### src/csr_pkg.sv
// Shared constants and types of the configurable shift register.
// Assumes a 32-bit classic Wishbone bus and a 200 MHz system clock.

`default_nettype none

package csr_pkg;

   // ----------------------------------------------------------------
   // Bus geometry
   // ----------------------------------------------------------------
   localparam int unsigned CSR_ADR_W = 8;
   localparam int unsigned CSR_DAT_W = 32;
   localparam int unsigned CSR_SEL_W = 4;
   localparam int unsigned CSR_MAX_W = 16;   // Widest legal register

   // ----------------------------------------------------------------
   // Register byte offsets
   // ----------------------------------------------------------------
   localparam logic [7:0] CSR_OFF_CTRL = 8'h00;
   localparam logic [7:0] CSR_OFF_DATA = 8'h04;
   localparam logic [7:0] CSR_OFF_CMD  = 8'h08;
   localparam logic [7:0] CSR_OFF_STAT = 8'h0C;
   localparam logic [7:0] CSR_OFF_INFO = 8'h10;

   // ----------------------------------------------------------------
   // Control register fields
   // ----------------------------------------------------------------
   localparam int unsigned CSR_CTRL_W     = 5;
   localparam int unsigned CSR_CTRL_SW    = 0;  // Software drives controls
   localparam int unsigned CSR_CTRL_LEFT  = 1;  // Shift direction, 1 = up
   localparam int unsigned CSR_CTRL_SLI   = 2;  // Left serial input level
   localparam int unsigned CSR_CTRL_SRI   = 3;  // Right serial input level
   localparam int unsigned CSR_CTRL_CLEAR = 4;  // Asynchronous clear level
   localparam logic [4:0]  CSR_CTRL_RST   = 5'h00;

   // ----------------------------------------------------------------
   // Command register fields (write-only pulses)
   // ----------------------------------------------------------------
   localparam int unsigned CSR_CMD_SHIFT = 0;
   localparam int unsigned CSR_CMD_LOAD  = 1;
   localparam int unsigned CSR_CMD_RESET = 2;

   // ----------------------------------------------------------------
   // Information register fields
   // ----------------------------------------------------------------
   localparam int unsigned CSR_INFO_WIDTH = 0;  // Five bits wide
   localparam int unsigned CSR_INFO_SYNC  = 8;
   localparam int unsigned CSR_INFO_LOAD  = 9;
   localparam int unsigned CSR_INFO_BIDIR = 10;

   // ----------------------------------------------------------------
   // Reset values
   // ----------------------------------------------------------------
   localparam logic [15:0] CSR_DATA_RST  = 16'h0000;
   localparam logic        CSR_STAGE_RST = 1'b0;
   localparam logic [31:0] CSR_RD_ZERO   = 32'h0000_0000;

   // ----------------------------------------------------------------
   // Types
   // ----------------------------------------------------------------
   typedef enum logic {
      CSR_ASYNC_CLEAR,
      CSR_SYNC_RESET
   } csr_rst_style_t;

   typedef enum logic [2:0] {
      CSR_OP_HOLD,
      CSR_OP_ZERO,
      CSR_OP_LOAD,
      CSR_OP_UP,
      CSR_OP_DOWN
   } csr_op_t;

endpackage : csr_pkg

`default_nettype wire

### src/csr_op_sel.sv
// Priority decode of the control inputs into one stage operation.
// Assumes control levels are synchronous to the stage clock.

`timescale 1ns/1ps
`default_nettype none

module csr_op_sel
#(
   parameter csr_pkg::csr_rst_style_t RST_STYLE = csr_pkg::CSR_ASYNC_CLEAR,
   parameter bit                      HAS_LOAD  = 1'b1,
   parameter bit                      HAS_BIDIR = 1'b1
)
(
   input  wire logic             sync_reset_i,
   input  wire logic             load_i,
   input  wire logic             clk_en_i,
   input  wire logic             shift_left_i,
   output var  csr_pkg::csr_op_t op_o
);

   // ----------------------------------------------------------------
   // Priority: reset, load, shift, hold
   // ----------------------------------------------------------------
   always_comb
   begin
      op_o = csr_pkg::CSR_OP_HOLD;
      if ((RST_STYLE == csr_pkg::CSR_SYNC_RESET) && sync_reset_i)
         op_o = csr_pkg::CSR_OP_ZERO;
      else if (HAS_LOAD && load_i)
         op_o = csr_pkg::CSR_OP_LOAD;
      else if (clk_en_i)
      begin
         // Serial-only variants always shift upward
         if (!HAS_BIDIR || shift_left_i)
            op_o = csr_pkg::CSR_OP_UP;
         else
            op_o = csr_pkg::CSR_OP_DOWN;
      end
      else
         op_o = csr_pkg::CSR_OP_HOLD;
   end

endmodule : csr_op_sel

`default_nettype wire

### src/csr_shift_top.sv
// Configurable shift register of 4, 8 or 16 stages with a Wishbone
// register port. Assumes user logic drives the control pins
// synchronously to clk_i, a glitch-free clear pin, and a classic
// single-cycle Wishbone master.

`timescale 1ns/1ps
`default_nettype none

// Behaviour
// - Width is 4, 8 or 16 stages; outputs indexed from stage zero upward.
// - Asynchronous-clear variant: high clear zeroes all stages at once, overriding everything.
// - Loadable variants: enable and load both low leave every stage unchanged.
// - Load high, clear inactive: each edge copies parallel data, enable ignored.
// - Bidirectional: shift only when enabled, load and reset low; direction input steers.
// - Direction high: stage zero takes left serial input, others take lower neighbour.
// - Direction low: top stage takes right serial input, others take upper neighbour.
// - Synchronous-reset variants: reset high at an edge clears all, above everything.
// - Synchronous-reset loadable: load high, reset low loads parallel data.
// - Serial-only synchronous: enabled edge shifts left serial input into stage zero upward.
// - Serial-only synchronous: edges with enable low change nothing.
// - At power-up every stage starts cleared low, without a clock.
// - Global reset clears every stage low, like the power-on state.
module csr_shift_top
#(
   parameter int unsigned             WIDTH     = 8,
   parameter csr_pkg::csr_rst_style_t RST_STYLE = csr_pkg::CSR_ASYNC_CLEAR,
   parameter bit                      HAS_LOAD  = 1'b1,
   parameter bit                      HAS_BIDIR = 1'b1
)
(
   input  wire logic                      clk_i,
   input  wire logic                      rst_i,
   // User-side controls and data
   input  wire logic                      async_clear_i,
   input  wire logic                      sync_reset_i,
   input  wire logic                      load_i,
   input  wire logic                      clk_en_i,
   input  wire logic                      shift_left_i,
   input  wire logic                      left_serial_in_i,
   input  wire logic                      right_serial_in_i,
   input  wire logic [WIDTH-1:0]          data_i,
   output logic      [WIDTH-1:0]          q_o,
   output logic                           cascade_o,
   // Wishbone slave
   input  wire logic                      wb_cyc_i,
   input  wire logic                      wb_stb_i,
   input  wire logic                      wb_we_i,
   input  wire logic [csr_pkg::CSR_ADR_W-1:0] wb_adr_i,
   input  wire logic [csr_pkg::CSR_SEL_W-1:0] wb_sel_i,
   input  wire logic [csr_pkg::CSR_DAT_W-1:0] wb_dat_i,
   output logic      [csr_pkg::CSR_DAT_W-1:0] wb_dat_o,
   output logic                           wb_ack_o
);

   // ----------------------------------------------------------------
   // Derived constants
   // ----------------------------------------------------------------
   // Zero padding above the stages in bus read data
   localparam int unsigned PAD_W = csr_pkg::CSR_DAT_W - WIDTH;

   // Build-time description read back by software
   localparam logic [4:0] INFO_WIDTH = 5'(WIDTH);
   localparam logic       INFO_SYNC  =
      (RST_STYLE == csr_pkg::CSR_SYNC_RESET);
   localparam logic       INFO_LOAD  = HAS_LOAD;
   localparam logic       INFO_BIDIR = HAS_BIDIR;

   // ----------------------------------------------------------------
   // Declarations
   // ----------------------------------------------------------------
   logic                              bus_req;
   logic                              wr_take;
   logic                              hit_ctrl;
   logic                              hit_data;
   logic                              hit_cmd;
   logic                              hit_stat;
   logic                              hit_info;
   logic [csr_pkg::CSR_CTRL_W-1:0]    ctrl_reg;
   logic [csr_pkg::CSR_MAX_W-1:0]     data_reg;
   logic                              cmd_shift_reg;
   logic                              cmd_load_reg;
   logic                              cmd_reset_reg;
   logic [csr_pkg::CSR_DAT_W-1:0]     rd_next;
   logic                              sw_mode;
   logic                              eff_clear;
   logic                              eff_reset;
   logic                              eff_load;
   logic                              eff_en;
   logic                              eff_left;
   logic                              eff_sli;
   logic                              eff_sri;
   logic [WIDTH-1:0]                  eff_data;
   logic                              stage_clr;
   csr_pkg::csr_op_t                  op;
   logic [WIDTH-1:0]                  stage_q;

   // ----------------------------------------------------------------
   // Bus decode
   // ----------------------------------------------------------------
   // Word-aligned address match for each register
   assign bus_req  = wb_cyc_i & wb_stb_i;
   assign hit_ctrl = (wb_adr_i == csr_pkg::CSR_OFF_CTRL);
   assign hit_data = (wb_adr_i == csr_pkg::CSR_OFF_DATA);
   assign hit_cmd  = (wb_adr_i == csr_pkg::CSR_OFF_CMD);
   assign hit_stat = (wb_adr_i == csr_pkg::CSR_OFF_STAT);
   assign hit_info = (wb_adr_i == csr_pkg::CSR_OFF_INFO);

   // Writes land on the edge where the master sees ack
   assign wr_take  = bus_req & wb_we_i & wb_ack_o;

   // ----------------------------------------------------------------
   // Acknowledge
   // ----------------------------------------------------------------
   // One wait state, ack held for exactly one cycle
   always_ff @(posedge clk_i or posedge rst_i)
   begin
      if (rst_i)
         wb_ack_o <= 1'b0;
      else
         wb_ack_o <= bus_req & ~wb_ack_o;
   end

   // ----------------------------------------------------------------
   // Control register
   // ----------------------------------------------------------------
   // Byte lane 0 holds every control field
   always_ff @(posedge clk_i or posedge rst_i)
   begin
      if (rst_i)
         ctrl_reg <= csr_pkg::CSR_CTRL_RST;
      else if (wr_take && hit_ctrl && wb_sel_i[0])
         ctrl_reg <= wb_dat_i[csr_pkg::CSR_CTRL_W-1:0];
   end

   // ----------------------------------------------------------------
   // Parallel data register
   // ----------------------------------------------------------------
   // Two byte lanes, each written under its own select
   always_ff @(posedge clk_i or posedge rst_i)
   begin
      if (rst_i)
         data_reg <= csr_pkg::CSR_DATA_RST;
      else if (wr_take && hit_data)
      begin
         if (wb_sel_i[0])
            data_reg[7:0] <= wb_dat_i[7:0];
         if (wb_sel_i[1])
            data_reg[15:8] <= wb_dat_i[15:8];
      end
   end

   // ----------------------------------------------------------------
   // Command pulses
   // ----------------------------------------------------------------
   // A command write gives a single-cycle strobe to the stages
   always_ff @(posedge clk_i or posedge rst_i)
   begin
      if (rst_i)
      begin
         cmd_shift_reg <= 1'b0;
         cmd_load_reg  <= 1'b0;
         cmd_reset_reg <= 1'b0;
      end
      else
      begin
         cmd_shift_reg <= wr_take & hit_cmd & wb_sel_i[0]
                          & wb_dat_i[csr_pkg::CSR_CMD_SHIFT];
         cmd_load_reg  <= wr_take & hit_cmd & wb_sel_i[0]
                          & wb_dat_i[csr_pkg::CSR_CMD_LOAD];
         cmd_reset_reg <= wr_take & hit_cmd & wb_sel_i[0]
                          & wb_dat_i[csr_pkg::CSR_CMD_RESET];
      end
   end

   // ----------------------------------------------------------------
   // Read data
   // ----------------------------------------------------------------
   // Unmapped and write-only offsets read as zero
   always_comb
   begin
      rd_next = csr_pkg::CSR_RD_ZERO;
      if (hit_ctrl)
         rd_next[csr_pkg::CSR_CTRL_W-1:0] = ctrl_reg;
      else if (hit_data)
         rd_next[csr_pkg::CSR_MAX_W-1:0] = data_reg;
      else if (hit_stat)
         rd_next = {{PAD_W{1'b0}}, stage_q};
      else if (hit_info)
      begin
         rd_next[csr_pkg::CSR_INFO_WIDTH +: 5] = INFO_WIDTH;
         rd_next[csr_pkg::CSR_INFO_SYNC]       = INFO_SYNC;
         rd_next[csr_pkg::CSR_INFO_LOAD]       = INFO_LOAD;
         rd_next[csr_pkg::CSR_INFO_BIDIR]      = INFO_BIDIR;
      end
   end

   // Read data captured with the request, valid beside ack
   always_ff @(posedge clk_i or posedge rst_i)
   begin
      if (rst_i)
         wb_dat_o <= csr_pkg::CSR_RD_ZERO;
      else if (bus_req && !wb_ack_o && !wb_we_i)
         wb_dat_o <= rd_next;
   end

   // ----------------------------------------------------------------
   // Control source selection
   // ----------------------------------------------------------------
   // Software mode replaces every user pin by register fields
   assign sw_mode = ctrl_reg[csr_pkg::CSR_CTRL_SW];

   always_comb
   begin
      if (sw_mode)
      begin
         eff_clear = ctrl_reg[csr_pkg::CSR_CTRL_CLEAR];
         eff_reset = cmd_reset_reg;
         eff_load  = cmd_load_reg;
         eff_en    = cmd_shift_reg;
         eff_left  = ctrl_reg[csr_pkg::CSR_CTRL_LEFT];
         eff_sli   = ctrl_reg[csr_pkg::CSR_CTRL_SLI];
         eff_sri   = ctrl_reg[csr_pkg::CSR_CTRL_SRI];
         eff_data  = data_reg[WIDTH-1:0];
      end
      else
      begin
         eff_clear = async_clear_i;
         eff_reset = sync_reset_i;
         eff_load  = load_i;
         eff_en    = clk_en_i;
         eff_left  = shift_left_i;
         eff_sli   = left_serial_in_i;
         eff_sri   = right_serial_in_i;
         eff_data  = data_i;
      end
   end

   // ----------------------------------------------------------------
   // Stage clear
   // ----------------------------------------------------------------
   // Global reset always clears; user clear only in the async variant
   assign stage_clr = rst_i
                    | ((RST_STYLE == csr_pkg::CSR_ASYNC_CLEAR)
                       & eff_clear);

   // ----------------------------------------------------------------
   // Operation decode
   // ----------------------------------------------------------------
   csr_op_sel
   #(
      .RST_STYLE (RST_STYLE),
      .HAS_LOAD  (HAS_LOAD),
      .HAS_BIDIR (HAS_BIDIR)
   )
   u_op_sel
   (
      .sync_reset_i (eff_reset),
      .load_i       (eff_load),
      .clk_en_i     (eff_en),
      .shift_left_i (eff_left),
      .op_o         (op)
   );

   // ----------------------------------------------------------------
   // Stage chain
   // ----------------------------------------------------------------
   // Neighbour wiring; the ends take the serial inputs
   for (genvar n = 0; n < WIDTH; n++)
   begin : g_stage
      logic lower;
      logic upper;

      if (n == 0)
      begin : g_first
         assign lower = eff_sli;
      end
      else
      begin : g_mid_lo
         assign lower = stage_q[n-1];
      end

      if (n == WIDTH-1)
      begin : g_last
         assign upper = eff_sri;
      end
      else
      begin : g_mid_hi
         assign upper = stage_q[n+1];
      end

      csr_stage u_stage
      (
         .clk_i        (clk_i),
         .clr_i        (stage_clr),
         .op_i         (op),
         .d_i          (eff_data[n]),
         .from_lower_i (lower),
         .from_upper_i (upper),
         .q_o          (stage_q[n])
      );
   end

   // ----------------------------------------------------------------
   // Outputs
   // ----------------------------------------------------------------
   // Parallel outputs straight from the stage flip-flops
   assign q_o       = stage_q;
   // Top stage feeds the next instance's left serial input
   assign cascade_o = stage_q[WIDTH-1];

endmodule : csr_shift_top

`default_nettype wire

### src/csr_stage.sv
// One stage of the shift register: a flip-flop with a five-way input.
// Assumes the operation code is decoded once for all stages.

`timescale 1ns/1ps
`default_nettype none

module csr_stage
(
   input  wire logic            clk_i,
   input  wire logic            clr_i,
   input  wire csr_pkg::csr_op_t op_i,
   input  wire logic            d_i,
   input  wire logic            from_lower_i,
   input  wire logic            from_upper_i,
   output var  logic            q_o
);

   // ----------------------------------------------------------------
   // Stage flip-flop
   // ----------------------------------------------------------------
   // Clear acts at once, without a clock edge
   always_ff @(posedge clk_i or posedge clr_i)
   begin
      if (clr_i)
         q_o <= csr_pkg::CSR_STAGE_RST;
      else
      begin
         unique case (op_i)
            csr_pkg::CSR_OP_HOLD: q_o <= q_o;
            csr_pkg::CSR_OP_ZERO: q_o <= csr_pkg::CSR_STAGE_RST;
            csr_pkg::CSR_OP_LOAD: q_o <= d_i;
            csr_pkg::CSR_OP_UP:   q_o <= from_lower_i;
            csr_pkg::CSR_OP_DOWN: q_o <= from_upper_i;
            default:              q_o <= q_o;            // Illegal code
         endcase
      end
   end

endmodule : csr_stage

`default_nettype wire

### config.mk
export PLATFORM = sky130hd
export DESIGN_NAME = csr_shift_top
export DESIGN_NICKNAME = d
export VERILOG_FILES = /design/src/csr_pkg.sv /design/src/csr_op_sel.sv /design/src/csr_shift_top.sv /design/src/csr_stage.sv
export SDC_FILE = /design/constraint.sdc
export NUM_CORES = 1
export LEC_CHECK = 0
export ABC_AREA = 1
export BUFFER_PORTS_ARGS = -buffer_cell sky130_fd_sc_hd__buf_4
export CAP_MARGIN = 20
export CELL_PAD_IN_SITES_DETAIL_PLACEMENT = 1
export CELL_PAD_IN_SITES_GLOBAL_PLACEMENT = 2
export CORE_MARGIN = 2
export CORE_UTILIZATION = 26
export DETAILED_ROUTE_END_ITERATION = 8
export PLACE_DENSITY = 0.9
export SLEW_MARGIN = 25
export SYNTH_ARGS = -nofsm -noshare
export SYNTH_HDL_FRONTEND = slang
export SYNTH_SLANG_ARGS = --single-unit
export TNS_END_PERCENT = 1
### constraint.sdc
create_clock -name clk_i -period 2.2 [get_ports clk_i]
set_clock_uncertainty 0.2 [all_clocks]
set_input_delay 0.11 -clock clk_i [delete_from_list [all_inputs] [get_ports clk_i]]
set_output_delay 0.11 -clock clk_i [all_outputs]
set_load 0.02 [all_outputs]
==> impl_summary.md <==
Clock network
The H-tree was split into 2 levels. The clock sink count is 48. For the worst-skew pair, the clock arrives at the later sink with an insertion delay of 0.31 ns. The clock slew seen by the registers of the worst setup and hold paths is 0.10 ns. CTS placed an instance of clkbuf_8 at the clock tree root. Clock tree synthesis inserted a total of 5 buffers. The number of buffers between clock root and the deepest sink is 2.

The clock tree from TritonCTS is built.

Timing
Derived from the worst setup path, the maximum achievable clock frequency is 515 MHz. Setup repair after global routing left no endpoint under its margin. Headroom to the max-slew limit came out at 58.4%. The final-report hold violation count is 0. At the pin with the least slew margin, the transition time is 0.621 ns. The tightest hold path in the finished design has a slack of 0.0279 ns.

The worst path uses 88.3% of the clock period. The final-report max-slew violation count came to 0. The number of setup violations in the final report is 0. Subtracting the final worst setup slack from the clock period gives 1.94 ns. For the final routed database, the setup TNS stands at 0 ns.

Worst hold path
The classification of the worst-slack hold path is in2reg.

Detailed routing
The count of antenna-violating nets left after detailed routing is 0. The total length of routed wires is 8260 microns. The number of iterations in the first detailed-routing pass is 4. For this block, the via count after detailed routing is 2548. The detailed router finished its first iteration with 73 violations.

Dividing the detail-routed via count by the number of cells gives 4.33. In the routed design, unresolved DRC markers number 0. The routed wirelength normalized by instance count is 14.0 microns.

Synth
The share of synthesized registers carrying an async set or reset is 100%. The total of flip-flops plus latches after synthesis is 48. The number of flops mapped to enable cells by yosys is 0. Synthesis handed over a netlist of 354 instances. Summed over its instances, the top area cell type makes up 44.6% of the synthesized netlist area. After synthesis, the most frequently instantiated cells are nand2_1, dfrtp_1, inv_1, nand3_1, buf_4. In the post-synthesis netlist, the biggest area contributors are dfrtp_1, nand2_1, buf_4. The main flop type after synthesis is dfrtp_1. The post-synthesis instance area is 2700 sq um. The number of different library cells used by synthesis comes to 25.

Summing the sequential cell areas from Yosys gives 44.6% of the chip area. The Yosys warning count is 0. nand2_1 is the most common cell in the netlist. The post-synthesis average cell area is 7.61 sq um. The biggest area contributor in the post-synthesis netlist is dfrtp_1.

Worst setup path
The startpoint kind of the worst setup timing path is a primary input. On the worst path, the slowest cell contributes a delay of 0.56 ns. The capturing element type of the critical path is a flop.

The standard cell with the maximum stage delay on the critical path is dlygate4sd3_1. The critical path goes through dlygate4sd3_1, buf_4, nand2_1, nor2_1, nand4_1, nor2_1, dlygate4sd3_1. The family with the most delay on the worst path is buffers and inverters. Along the worst path, the maximum fanout reaches 4.

STA puts the critical path data required time at 2.25 ns. The critical path is of the in2reg type. The number of buffer and inverter instances along the worst setup path is 3. The data arrival time at the worst-slack endpoint is 2.00 ns.

Global routing
The global routing stage identified its most utilized layer as met2. The met2 track demand over resource in global routing is 26.9%. The global routing usage on met1 is 18.9%. The number of global-route vias before repair is 2723.

For this run the aggregate overflow at the end of global routing stands at 0. Global routing consumed, on the met3 layer, 2.04% of the routing resources. The initial antenna violation count is 0. The first-pass GRT wire length is 13500 microns. The global-route total usage across every layer is 15.2%. Entering global routing, the biggest net connects 27 pins.

Power
The share of total power dissipated in sequential elements is 50.6%. Per report_power, the clock group accounts for 32.1% of the total. The power dissipated by switching net loads is 0.535 mW. Of the total power, combinational logic draws 17.3%. In this run the static leakage power is 1.93 nW. The power per cell area is 504 nW/um^2. Cell internal power was estimated by the tool at 1.31 mW.

Across the VDD grid, the largest voltage drop is 0.215 mV. The total power draw is 1.85 mW. Net switching is 29.0% of the power.

Final layout
The number of antenna diodes in the final layout is 0. The net count reported at finish is 515. The share of the core filled with cells is 36.0%. The fraction of layout instances using a drive strength above 1 is 26.3%.

The layout-stage area growth over the synthesis result is 36.1%. Once layout is complete, the cells apart from fillers number 588. The filler cells instantiated in the layout total 1288.

Floorplanning
The vertical die dimension is 106 microns. The floorplan has 37 rows. The die is 106 microns wide. The die area is 11200 sq um. 106 I/O pins were placed.

The initial utilization of the core area, before any placement, comes to 26.5%. The placeable core region is 10200 sq um.

Placement
The estimated wirelength of the detail-placed design is 6170 microns. The final weighted congestion in routability-driven placement is 0.776. The number of placed instances with taps included is 549. Port buffering added 70 buffers.

Run status
The flow ran to the end, and the final reports show no timing, DRC or antenna violations.

Flow run
The tool flagged a number of max-cap violations equal to 0.
final timing paths:
check | start | end | slack [ns] | cells after the start
worst max-delay path | wb_stb_i | cmd_shift_reg | 0.26 | 7
worst min-delay path | wb_sel_i[0] | data_reg[5] | 0.03 | 5
worst max register to register | wb_ack_o | cmd_shift_reg | 0.28 | 5
worst min register to register | wb_dat_o[2] | wb_dat_o[2] | 0.30 | 2
max in group asynchronous | ctrl_reg[0] | g_stage[7].u_stage.q_o | 0.88 | 5
min in group asynchronous | rst_i | wb_ack_o | 0.17 | 4
area by class of cell:
cell class	count	area [sq um]	area share, %
Inverter	32	123	3.34
Clock inverter	2	17.5	0.478
Sequential cell	48	1200	32.8
Clock buffer	6	82.6	2.25
Tap cell	136	170	4.64
Timing Repair Buffer	107	881	24.0
Multi-Input combinational cell	257	1190	32.5
cell usage in the layout (no fill, tap or decap), drive strengths merged:
cell,count
a21oi,4
buf,76
clkbuf,6
conb,16
dfrtp,48
dlygate4sd3,31
inv,34
nand2,146
nand3,29
nand4,9
nor2,23
nor3,3
o21a,1
o21ai,26
metrics by stage:
| stage | setup slack, ns | instance area, sq um |
|---|---|---|
| floorplan | 0.376 | 2750 |
| global placement | 0.402 | 3260 |
| detailed placement | 0.367 | 3260 |
| CTS | 0.233 | 3670 |
| global route | 0.108 | 3670 |
| finish | 0.257 | 3670 |
layer usage:
metal | vias to the layer above | wire length (microns)
met1 | 1205 | 3600
met4 | 0 | 202
met3 | 15 | 234
met5 | - | 0
li1 | 1268 | -
met2 | 60 | 4220
logic make-up after synthesis:
| group | synth area share (%) |
|---|---|
| AOI/OAI and AO/OA | 7.66 |
| buffers and inverters | 13.3 |
| DFF | 44.6 |
| other | 0.139 |
| and+or+nand+nor | 34.4 |
power by group through the flow:
stage | sequential [mW] | combinational [mW] | clock [mW]
2_1_floorplan | 0.950 | 0.181 | 0
3_3_place_gp | 0.952 | 0.275 | 0
3_5_place_dp | 0.951 | 0.281 | 0
4_1_cts | 0.934 | 0.323 | 0.604
5_1_grt | 0.939 | 0.352 | 0.639
6_report | 0.934 | 0.321 | 0.593
timing repair:
action,4_1_cts,5_1_grt
resized for setup,0,0
hold buffers,31,0
setup buffers,0,0
hold endpoints to repair,79,0
worst min-delay path: stages:
cell and delay, ns:
buf_4 0.10, inv_1 0.08, nor3_2 0.09, nand3_1 0.08, nand2_1 0.05
Note: power is estimated with default switching activity, not from simulation.
